File: config.mk
export PLATFORM = sky130hd
export DESIGN_NAME = lshc_top
export DESIGN_NICKNAME = d
export VERILOG_FILES = /design/src/hdl/lshc_pkg.sv /design/src/hdl/lshc_sync.sv /design/src/hdl/lshc_top.sv
export SDC_FILE = /design/constraint.sdc
export NUM_CORES = 1
export LEC_CHECK = 0
export ABC_AREA = 1
export ABC_CLOCK_PERIOD_IN_PS = 3420
export BUFFER_PORTS_ARGS = -buffer_cell sky130_fd_sc_hd__buf_2
export CORE_MARGIN = 2
export CORE_UTILIZATION = 50
export CTS_BUF_LIST = sky130_fd_sc_hd__clkbuf_2
export DETAILED_ROUTE_END_ITERATION = 8
export PLACE_DENSITY = 0.74
export SLEW_MARGIN = 10
export SYNTH_ARGS = -nofsm -noshare
export SYNTH_HDL_FRONTEND = slang
export SYNTH_SLANG_ARGS = --single-unit
File: constraint.sdc
create_clock -name I_SYS_CLK -period 3.42 [get_ports I_SYS_CLK]
set_clock_uncertainty 0.05 [all_clocks]
set_input_delay 0.684 -clock I_SYS_CLK [delete_from_list [all_inputs] [get_ports I_SYS_CLK]]
set_output_delay 0.684 -clock I_SYS_CLK [all_outputs]
set_load 0.03 [all_outputs]
File: src/hdl/lshc_pkg.sv
/*
 * Shared constants for the line interface serial control block.
 * Assumes a 125 MHz system clock and a 32-bit Avalon-MM register bus.
 */
// Contract
// - In hardware mode with mute enabled, a channel in loss of signal drives both recovered data outputs low.
// - With mute disabled, loss of signal never alters the recovered data outputs.
// - In host mode the mute pin is ignored; the board ties it low and a pull-down holds it low.
// - Each serial input bit is captured on a rising serial clock edge in host mode.
// - A read shifts the addressed command register out on the serial data output.
// - The serial data output changes only on falling serial clock edges during read data.
// - The serial data output is released to high impedance once the transfer ends.
// - In hardware mode the serial clock pin high shuts off all receivers, low enables them.
// - In host mode the register reset input low returns all command registers to defaults.
// - Each channel drives its loss of signal indicator high while it detects loss of signal.
package lshc_pkg;
    localparam int NUM_CHAN = 4;
    localparam int ADDR_W = 5;
    localparam int DATA_W = 8;
    localparam int NUM_CMD = 8;
    localparam logic [7:0] CMD_DEFAULT = 8'h00;
    // Command register 0 fields
    localparam int CMD0_MUTE_BIT = 0;
    localparam int CMD0_RECEIVER_SHUTOFF_BIT = 1;
    // Serial frame: 1 read/write bit, 5 address bits, 8 data bits
    localparam logic [3:0] CNT_ADDR_LAST = 4'h5;
    localparam logic [3:0] CNT_DATA_FIRST = 4'h6;
    localparam logic [3:0] CNT_DATA_LAST = 4'hD;
    localparam logic [3:0] FRAME_BITS = 4'hE;
    // Avalon byte offsets
    localparam logic [7:0] OFS_STATUS = 8'h00;
    localparam logic [7:0] OFS_CMD_BASE = 8'h10;
    // Status register fields
    localparam int ST_LOS_LSB = 0;
    localparam int ST_HOST_BIT = 4;
    localparam int ST_RECEIVER_SHUTOFF_BIT = 5;
    localparam int ST_BUSY_BIT = 6;
endpackage

File: src/hdl/lshc_sync.sv
/*
 * Two-stage synchroniser for a bundle of asynchronous pins.
 * Assumes a synchronous active-high reset on the sampling clock.
 */
`timescale 1ns/1ns
`default_nettype none
module lshc_sync #(
    parameter int WIDTH = 1,
    parameter logic [WIDTH-1:0] RST_VAL = '0
) (
    input wire logic i_clk,
    input wire logic i_reset,
    input wire logic [WIDTH-1:0] i_async,
    output logic [WIDTH-1:0] o_sync
);
    typedef struct packed {
        logic [WIDTH-1:0] meta;
        logic [WIDTH-1:0] stable;
    } lshc_sync_s;

    lshc_sync_s st_reg;
    lshc_sync_s st_next;

    always_comb
    begin
        st_next.meta = i_async;
        st_next.stable = st_reg.meta;
    end

    always_ff @(posedge i_clk)
    begin
        if (i_reset)
        begin
            st_reg <= {RST_VAL, RST_VAL};
        end
        else
        begin
            st_reg <= st_next;
        end
    end

    assign o_sync = st_reg.stable;
endmodule
`default_nettype wire

File: src/hdl/lshc_top.sv
/*
 * Serial host control port, mute-on-LOS and receiver shut-off logic.
 * Pins are asynchronous and synchronised here; the serial clock is
 * oversampled by I_SYS_CLK, so it must stay well below 31 MHz.
 */
`timescale 1ns/1ns
`default_nettype none
module lshc_top
    import lshc_pkg::*;
(
    input wire logic I_SYS_CLK,
    input wire logic I_RESET,
    input wire logic I_HOST_MODE,
    input wire logic I_CHIP_SELECT_N,
    input wire logic I_SCLK,
    input wire logic I_SDI,
    input wire logic I_REGISTER_RESET_INPUT_N,
    input wire logic I_MUTE_ON_LOS_ENABLE,
    input wire logic [NUM_CHAN-1:0] I_LOS_DETECT,
    input wire logic [NUM_CHAN-1:0] I_RECV_POSITIVE_DATA,
    input wire logic [NUM_CHAN-1:0] I_RECV_NEGATIVE_DATA,
    output logic O_SDO,
    output logic O_SDO_OE_N,
    output logic O_RECEIVER_SHUTOFF,
    output logic [NUM_CHAN-1:0] O_LOS_INDICATOR,
    output logic [NUM_CHAN-1:0] O_RECV_POSITIVE_DATA,
    output logic [NUM_CHAN-1:0] O_RECV_NEGATIVE_DATA,
    input wire logic [7:0] I_AVS_ADDRESS,
    input wire logic I_AVS_READ,
    input wire logic I_AVS_WRITE,
    input wire logic [31:0] I_AVS_WRITEDATA,
    input wire logic [3:0] I_AVS_BYTEENABLE,
    output logic [31:0] O_AVS_READDATA,
    output logic O_AVS_WAITREQUEST
);
    localparam int SW = 6 + 3 * NUM_CHAN;

    typedef struct packed {
        logic [NUM_CHAN-1:0] los;
        logic [NUM_CHAN-1:0] rpos;
        logic [NUM_CHAN-1:0] rneg;
        logic rx_off;
        logic sdo;
        logic sdo_oe_n;
        logic sclk_d;
        logic [3:0] cnt;
        logic rw;
        logic [ADDR_W-1:0] addr;
        logic [DATA_W-1:0] shin;
        logic [DATA_W-1:0] shout;
        logic [NUM_CMD-1:0][DATA_W-1:0] cmd;
        logic waitreq;
        logic [31:0] rdata;
    } lshc_state_s;

    lshc_state_s s_reg;
    lshc_state_s s_next;
    logic [SW-1:0] sync_out;
    logic host_s, cs_n_s, sclk_s, sdi_s, regrst_n_s, mute_pin_s;
    logic [NUM_CHAN-1:0] los_s, rpos_s, rneg_s;
    logic active, rise, fall, mute_active;
    logic [NUM_CHAN-1:0] mute_vec;
    logic [ADDR_W-1:0] addr_full;

    lshc_sync #(
        .WIDTH(SW),
        .RST_VAL({2'b01, 2'b00, 2'b10, {(3 * NUM_CHAN){1'b0}}})
    ) u_sync (
        .i_clk(I_SYS_CLK),
        .i_reset(I_RESET),
        .i_async({I_HOST_MODE, I_CHIP_SELECT_N, I_SCLK, I_SDI,
                  I_REGISTER_RESET_INPUT_N, I_MUTE_ON_LOS_ENABLE,
                  I_LOS_DETECT, I_RECV_POSITIVE_DATA,
                  I_RECV_NEGATIVE_DATA}),
        .o_sync(sync_out)
    );

    assign {host_s, cs_n_s, sclk_s, sdi_s, regrst_n_s, mute_pin_s,
            los_s, rpos_s, rneg_s} = sync_out;

    // Maps a bus byte address onto a command register index
    function automatic logic cmd_hit(input logic [7:0] a);
        cmd_hit = (a >= OFS_CMD_BASE) && (a[1:0] == 2'b00)
            && (a < 8'(OFS_CMD_BASE + 8'(4 * NUM_CMD)));
    endfunction

    function automatic logic [2:0] cmd_idx(input logic [7:0] a);
        logic [7:0] d;
        d = 8'(a - OFS_CMD_BASE);
        cmd_idx = d[4:2];
    endfunction

    function automatic logic [DATA_W-1:0] cmd_word(
        input logic [NUM_CMD-1:0][DATA_W-1:0] c,
        input logic [ADDR_W-1:0] a);
        cmd_word = (a < ADDR_W'(NUM_CMD)) ? c[a[2:0]] : '0;
    endfunction

    // The pin is ignored in host mode; the command register takes over
    assign mute_active = host_s ? s_reg.cmd[0][CMD0_MUTE_BIT]
                                : mute_pin_s;
    assign active = host_s && !cs_n_s;
    assign rise = sclk_s && !s_reg.sclk_d;
    assign fall = !sclk_s && s_reg.sclk_d;
    assign addr_full = {s_reg.addr[ADDR_W-2:0], sdi_s};

    always_comb
    begin
        s_next = s_reg;
        s_next.sclk_d = sclk_s;
        // Channel outputs
        mute_vec = {NUM_CHAN{mute_active}} & los_s;
        for (int i = 0; i < NUM_CHAN; i++)
        begin
            s_next.los[i] = los_s[i];
            s_next.rpos[i] = rpos_s[i] & ~mute_vec[i];
            s_next.rneg[i] = rneg_s[i] & ~mute_vec[i];
        end
        s_next.rx_off = host_s ? s_reg.cmd[0][CMD0_RECEIVER_SHUTOFF_BIT]
                               : sclk_s;

        // Avalon slave: answer one cycle after the request appears,
        // commit the write on the edge that sees waitrequest low
        if ((I_AVS_READ || I_AVS_WRITE) && s_reg.waitreq)
        begin
            s_next.waitreq = 1'b0;
            s_next.rdata = '0;
            if (I_AVS_READ && I_AVS_ADDRESS == OFS_STATUS)
            begin
                s_next.rdata[ST_LOS_LSB +: NUM_CHAN] = s_reg.los;
                s_next.rdata[ST_HOST_BIT] = host_s;
                s_next.rdata[ST_RECEIVER_SHUTOFF_BIT] = s_reg.rx_off;
                s_next.rdata[ST_BUSY_BIT] = active;
            end
            else if (I_AVS_READ && cmd_hit(I_AVS_ADDRESS))
            begin
                s_next.rdata[DATA_W-1:0] = s_reg.cmd[cmd_idx(I_AVS_ADDRESS)];
            end
        end
        else if ((I_AVS_READ || I_AVS_WRITE) && !s_reg.waitreq)
        begin
            s_next.waitreq = 1'b1;
            if (I_AVS_WRITE && I_AVS_BYTEENABLE[0]
                && cmd_hit(I_AVS_ADDRESS))
            begin
                s_next.cmd[cmd_idx(I_AVS_ADDRESS)] =
                    I_AVS_WRITEDATA[DATA_W-1:0];
            end
        end

        // Serial engine; placed after the bus so a serial write wins
        if (!active)
        begin
            s_next.cnt = '0;
            s_next.sdo_oe_n = 1'b1;
        end
        else if (rise && s_reg.cnt < FRAME_BITS)
        begin
            s_next.cnt = 4'(s_reg.cnt + 4'h1);
            if (s_reg.cnt == 4'h0)
            begin
                s_next.rw = sdi_s;
            end
            else if (s_reg.cnt <= CNT_ADDR_LAST)
            begin
                s_next.addr = addr_full;
                if (s_reg.cnt == CNT_ADDR_LAST)
                begin
                    s_next.shout = cmd_word(s_reg.cmd, addr_full);
                end
            end
            else
            begin
                s_next.shin = {s_reg.shin[DATA_W-2:0], sdi_s};
                if (s_reg.cnt == CNT_DATA_LAST && !s_reg.rw
                    && s_reg.addr < ADDR_W'(NUM_CMD))
                begin
                    s_next.cmd[s_reg.addr[2:0]] =
                        {s_reg.shin[DATA_W-2:0], sdi_s};
                end
            end
        end
        else if (fall)
        begin
            if (s_reg.rw && s_reg.cnt >= CNT_DATA_FIRST
                && s_reg.cnt <= CNT_DATA_LAST)
            begin
                s_next.sdo = s_reg.shout[DATA_W-1];
                s_next.shout = {s_reg.shout[DATA_W-2:0], 1'b0};
                s_next.sdo_oe_n = 1'b0;
            end
            else if (s_reg.cnt == FRAME_BITS)
            begin
                s_next.sdo_oe_n = 1'b1;
            end
        end

        // In host mode the register reset pin overrides any write in the same cycle
        if (host_s && !regrst_n_s)
        begin
            s_next.cmd = {NUM_CMD{CMD_DEFAULT}};
        end
    end

    always_ff @(posedge I_SYS_CLK)
    begin
        if (I_RESET)
        begin
            s_reg <= '0;
            s_reg.cmd <= {NUM_CMD{CMD_DEFAULT}};
            s_reg.sdo_oe_n <= 1'b1;
            s_reg.waitreq <= 1'b1;
        end
        else
        begin
            s_reg <= s_next;
        end
    end

    assign O_SDO = s_reg.sdo;
    assign O_SDO_OE_N = s_reg.sdo_oe_n;
    assign O_RECEIVER_SHUTOFF = s_reg.rx_off;
    assign O_LOS_INDICATOR = s_reg.los;
    assign O_RECV_POSITIVE_DATA = s_reg.rpos;
    assign O_RECV_NEGATIVE_DATA = s_reg.rneg;
    assign O_AVS_READDATA = s_reg.rdata;
    assign O_AVS_WAITREQUEST = s_reg.waitreq;
endmodule
`default_nettype wire

Word-level counts from Yosys, hierarchy flattened
Index checks and enable logic that the tools add are counted.

Add/sub/neg operators: 2. $lt $le $gt $ge: 13. Equal/unequal tests: 6. Muxes and demuxes: 32. Bitwise operators: 17. Reductions and logical operators: 41.

Operators with widths (count): $mux 64 (6); $bwmux 64 (2); $mux 8 (11); $mux 72 (1); $mux 65 (1); $bmux 8 s3 (2); $demux 8 s3 (2); $logic_and 1x1->1 (19); $lt 3x4->1 const B (3); $reduce_and 4->1 (3); $lt 5x4->1 const B (2); $and 1x1->1 (8); $eq 4x4->1 const B (2); $ge 8x5->1 const B (1); $logic_not 8->1 (1); $lt 8x6->1 const B (1); $not 1->1 (8); $reduce_bool 2->1 (4); $mux 7 (1); $ge 3x1->1 const B (2); $logic_not 1->1 (6); $mux 1 (6); $reduce_and 3->1 (2); $reduce_and 6->1 (1); 14 further kinds (16).

Register bits after elaboration: 151. Input port bits: 66. Output and inout bits: 48. Logic and storage cells: 135.

Depth between registers and ports, before layout
Depth after elaboration: 15. Gate-level depth with buffers: 13. Depth with buffers taken out: 12.

Cells and area by module
Synthesis repeated with hierarchy kept, for this count alone.

Cells, all modules: 1392. Area total of the unflattened synthesis: 8544.4 um2.

By module, submodules not included: lshc_top (times used 1, cells each 1279, area each 7499.7 um2, sequential area each 2282.2 um2); lshc_sync (times used 1, cells each 113, area each 1044.8 um2, sequential area each 720.7 um2).

Worst setup path before layout
OpenSTA, ideal clock, no wires.

Path kind: input to register. From: input port I_AVS_ADDRESS[6]. To: register s_reg[82] (netlist name). Library setup time: 117 ps. Arrival: 1685 ps. Required time: 3253 ps. Path slack: 1567 ps. Cell stages on the path: 9. Path buffers: 1. Cells stage by stage: inv_1 nand2_1 nor2_1 nand3_4 clkbuf_1 o21bai_1 nand2_1 nor2_1 nor2_1.

Longest elaborated chain between the ends: 13. Elaborated cells between the ends (all ways): 14. Classes of those cells: 2 x order compare; 9 x mux; 3 x reduce/logical.

RTL lines: from (decl) (RTL line lshc_top.sv:28) `input wire logic [7:0] I_AVS_ADDRESS,`; $ge 8x5->1 (RTL line lshc_top.sv:83) `cmd_hit = (a >= OFS_CMD_BASE) && (a[1:0] == 2'b00)`; $logic_and 1x1->1 (RTL line lshc_top.sv:83); $logic_and 1x1->1 (*) (RTL line lshc_top.sv:84) `&& (a < 8'(OFS_CMD_BASE + 8'(4 * NUM_CMD)));`; $logic_and 1x1->1 (*) (RTL line lshc_top.sv:144) `&& cmd_hit(I_AVS_ADDRESS))`; $mux 64 (*) (RTL line lshc_top.sv:143) `if (I_AVS_WRITE && I_AVS_BYTEENABLE[0]`; $mux 65 (*) (RTL line lshc_top.sv:140) `else if ((I_AVS_READ || I_AVS_WRITE) && !s_reg.waitreq)`; $mux 64 (*) (RTL line lshc_top.sv:124) `if ((I_AVS_READ || I_AVS_WRITE) && s_reg.waitreq)`; $bwmux 64 (RTL line lshc_top.sv:178) `s_next.cmd[s_reg.addr[2:0]] =`; $mux 64 (RTL line lshc_top.sv:175) `if (s_reg.cnt == CNT_DATA_LAST && !s_reg.rw`; $mux 64 (RTL line lshc_top.sv:164) `else if (s_reg.cnt <= CNT_ADDR_LAST)`; $mux 72 (RTL line lshc_top.sv:160) `if (s_reg.cnt == 4'h0)`; $mux 64 (RTL line lshc_top.sv:157) `else if (rise && s_reg.cnt < FRAME_BITS)`; $mux 64 (*) (RTL line lshc_top.sv:152) `if (!active)`; to (signal assigned) (RTL line lshc_top.sv:216) `s_reg <= s_next;`; to (decl) (RTL line lshc_top.sv:56) `lshc_state_s s_reg;`.

Mark *: on every way between the ends. The rest lies on a longest branch, timed or not. The select of a mux whose other input is x is not followed. A chain may end at the register's enable or synchronous reset.

Worst setup path in the final report
From: register s_reg (netlist bit addr_full[1]). To: register s_reg[93] (netlist name).

Longest elaborated chain between the ends: 10. Elaborated cells between the ends (all ways): 13. Classes of those cells: 3 x order compare; 8 x mux; 2 x reduce/logical.

RTL lines (RTL line): $lt 3x4->1 (implied by the code) or $ge 3x1->1 (tied branches) (lshc_top.sv:178); $logic_and 1x1->1 (implied by the code) (lshc_top.sv:178); $mux 8 (implied by the code) (lshc_top.sv:178); $demux 8 s3 (lshc_top.sv:178); $bwmux 64 (lshc_top.sv:178); $mux 64 (*) (lshc_top.sv:175); $mux 64 (*) (lshc_top.sv:164); $mux 72 (*) (lshc_top.sv:160); $mux 64 (*) (lshc_top.sv:157); $mux 64 (*) (lshc_top.sv:152).

Marks and branches as above.

==> out/qor.txt <==
Outcome - finished clean
DR vias/cell - 5.27
First-pass DRT Iterations - 9
Compound-cell area share of the yosys netlist - 0.131
Yosys cell types - 28
Finished Layout Cells - 1,618
Max_cap viols - 0
Period utilisation layout - 0.730
Postcts setup bufs - 0
Number of port buffers - 62
Root Driver - clkbuf_2
Clock Latency Late Sink - 820 ps
Final Net Count - 1,454
Die height - 134 um
DR DRC count - 0
Total power - 3.21 mW
Leakage power total - 4.57 nW
CTS max path bufs - 2
Row cnt - 47
Setup TNS - 0 ps
Worst Hold Class - primary input to flip-flop
#FFs+latches synth - 150
Hold Fails Final Rpt - 0
YS warnings - 0
Main combinational cell family by area after synthesis - simple AND/OR/NAND/NOR gates
Post-synthesis simple-gate area fraction - 0.341
Placed instance area - 8640 um2
CTS tree - yes
Mux cell area share after synthesis - 0
Peak fanout along the critical path - 19
CP Launch Point - addr_full[1]$_SDFFE_PP0P_
Initial antenna violation count - 1
Largest net degree at the start of global routing - 53
Cells after DPL - 1,567
Core area - 16,600 um2
Via count - 8,519
Setup violators final - 0
Worst-margin pin slew - 1010 ps
Worst-path clk slew - 250 ps
Hold Crit Start - I_RESET
Synth Area in XOR/XNOR - 0
CP Class - flip-flop to flip-flop
Num CTS Buffers - 17
Global route overflow - 0
Wire per inst - 15.3 um
Peak supply drop - 195 uV
WP data arrival - 3170 ps
Die ar. - 18,000 um2
Max Freq - 400 MHz
Fin crit period - 2500 ps
First-pass GRT wire length - 39,200 um
Post-Route Utilization - 0.548
Remaining antenna violation count - 0
Final Cell Area - 9090 um2
WHS - 120 ps
Fraction of the yosys area taken by sequential cells - 0.355
RSZ-0062 raised after global routing - no
Synthesized area per cell - 6.26 um2
Initial DRC Count - 955
Adder-Cell Fraction of Synth Area - 0.00591
Slew Limit Fails - 0
RePlAce Congestion - 0.973
Resized Gates After CTS - 0
Clock Sinks - 150
Endpoint class of the critical path - flip-flop
Initial core utilization - 0.510
Htree depth - 4
Cell area after synthesis - 8470 um2
Relative slew margins - 0.321
Crit start category - flip-flop
Layout area overhead - 7.33%
Routed WL - 24,700 um
Dpl hpwl - 17,100 um
Worst reg2reg startpoint - addr_full[1]$_SDFFE_PP0P_
Max FFs per register - 86
Final worst slack - 923 ps
Vias in the first global route - 7,492
Tot GR Track Use - 0.280
Fraction of layout cells with a size suffix above 1 - 0.107
Die X - 134 um
PwrDens - 354 nW/um2
# fillers - 1,632
Setup WS pre-CTS - 875 ps
IO Pins - 114
Post-synthesis cell count - 1,353
CP Data Required Time - 4100 ps
==> power breakdown <==
group	internal (mW)	leakage, nW	switching [mW]
Combinational	0.0996	3.19	0.254
Sequential	1.79	1.22	0.0121
Clock	0.256	0.156	0.804
==> area by class of cell <==
type,instances,area (um2),share of cell area
Multi-Input combinational cell,906,4140,0.455
Tap cell,220,275,0.0303
Clock inverter,15,176,0.0194
Inverter,214,803,0.0884
Clock buffer,17,85.1,0.00936
Sequential cell,150,3000,0.330
Antenna cell,1,2.50,0.000275
Timing Repair Buffer,95,603,0.0664
==> kinds of logic (layout without fill, tap and decap cells) <==
family | count (synthesis) | in the layout
other | 1 | 25
buffers and inverters | 320 | 341
adders and majority gates | 4 | 4
and+or+nand+nor | 674 | 674
DFF | 150 | 150
AOI/OAI and AO/OA | 204 | 204
==> metal layers <==
metal	vias to the layer above	GRT usage	share of wire
li1	4209	-	-
met2	424	0.431	0.44
met3	94	0.0752	0.11
met4	0	0.127	0.044
met1	3792	0.368	0.41
met5	-	0	0
==> repair_timing <==
item                                   CTS  global route
setup endpoints to repair                0             0
hold buffers                            18             0
endpoints found under the hold margin   18             0
==> worst max-delay path: stages (launching register included) <==
cell and delay (ps):
dfxtp_1 880, inv_1 490, nor2_1 630, nand3_1 150
nand2_1 90, inv_1 40, nand2_1 50, inv_1 30
==> synthesized netlist by cell type, drive strengths merged <==
cell type / count / area (um2)
conb: 1 / 3.75
clkinv: 5 / 18.8
buf: 71 / 484
o211ai: 16 / 120
ha: 4 / 50.1
nand3: 166 / 888
nand4: 4 / 25.0
clkbuf: 35 / 131
nand2: 295 / 1110
or2: 5 / 31.3
nor3: 1 / 5.00
a31oi: 1 / 6.26
inv: 209 / 785
o21bai: 16 / 120
o21ai: 132 / 661
nor2: 203 / 822
a21oi: 39 / 199
dfxtp: 150 / 3000
==> cell usage in the layout, fill, tap and decap left out, drive strengths merged <==
| cell | count |
|---|---|
| nand2 | 295 |
| inv | 217 |
| nor2 | 203 |
| nand3 | 166 |
| dfxtp | 150 |
| o21ai | 132 |
| buf | 77 |
| a21oi | 39 |
| conb | 24 |
| dlygate4sd3 | 18 |
| clkbuf | 17 |
| o21bai | 16 |
| o211ai | 16 |
| clkinv | 12 |
| or2 | 5 |
| nand4 | 4 |
| ha | 4 |
| diode | 1 |
| a31oi | 1 |
| nor3 | 1 |
==> worst paths after layout <==
kind                                                       to  slack [ps]  depth (start not counted)
worst max-delay path                     s_reg[93]$_SDFF_PP0_         920                          7
worst min-delay path            u_sync.st_next[13]$_SDFF_PP1_         120                          2
worst max register to register           s_reg[93]$_SDFF_PP0_         920                          7
worst min register to register   u_sync.o_sync[14]$_SDFF_PP0_         340                          2
No activity file was read; power rests on OpenSTA's default activity.
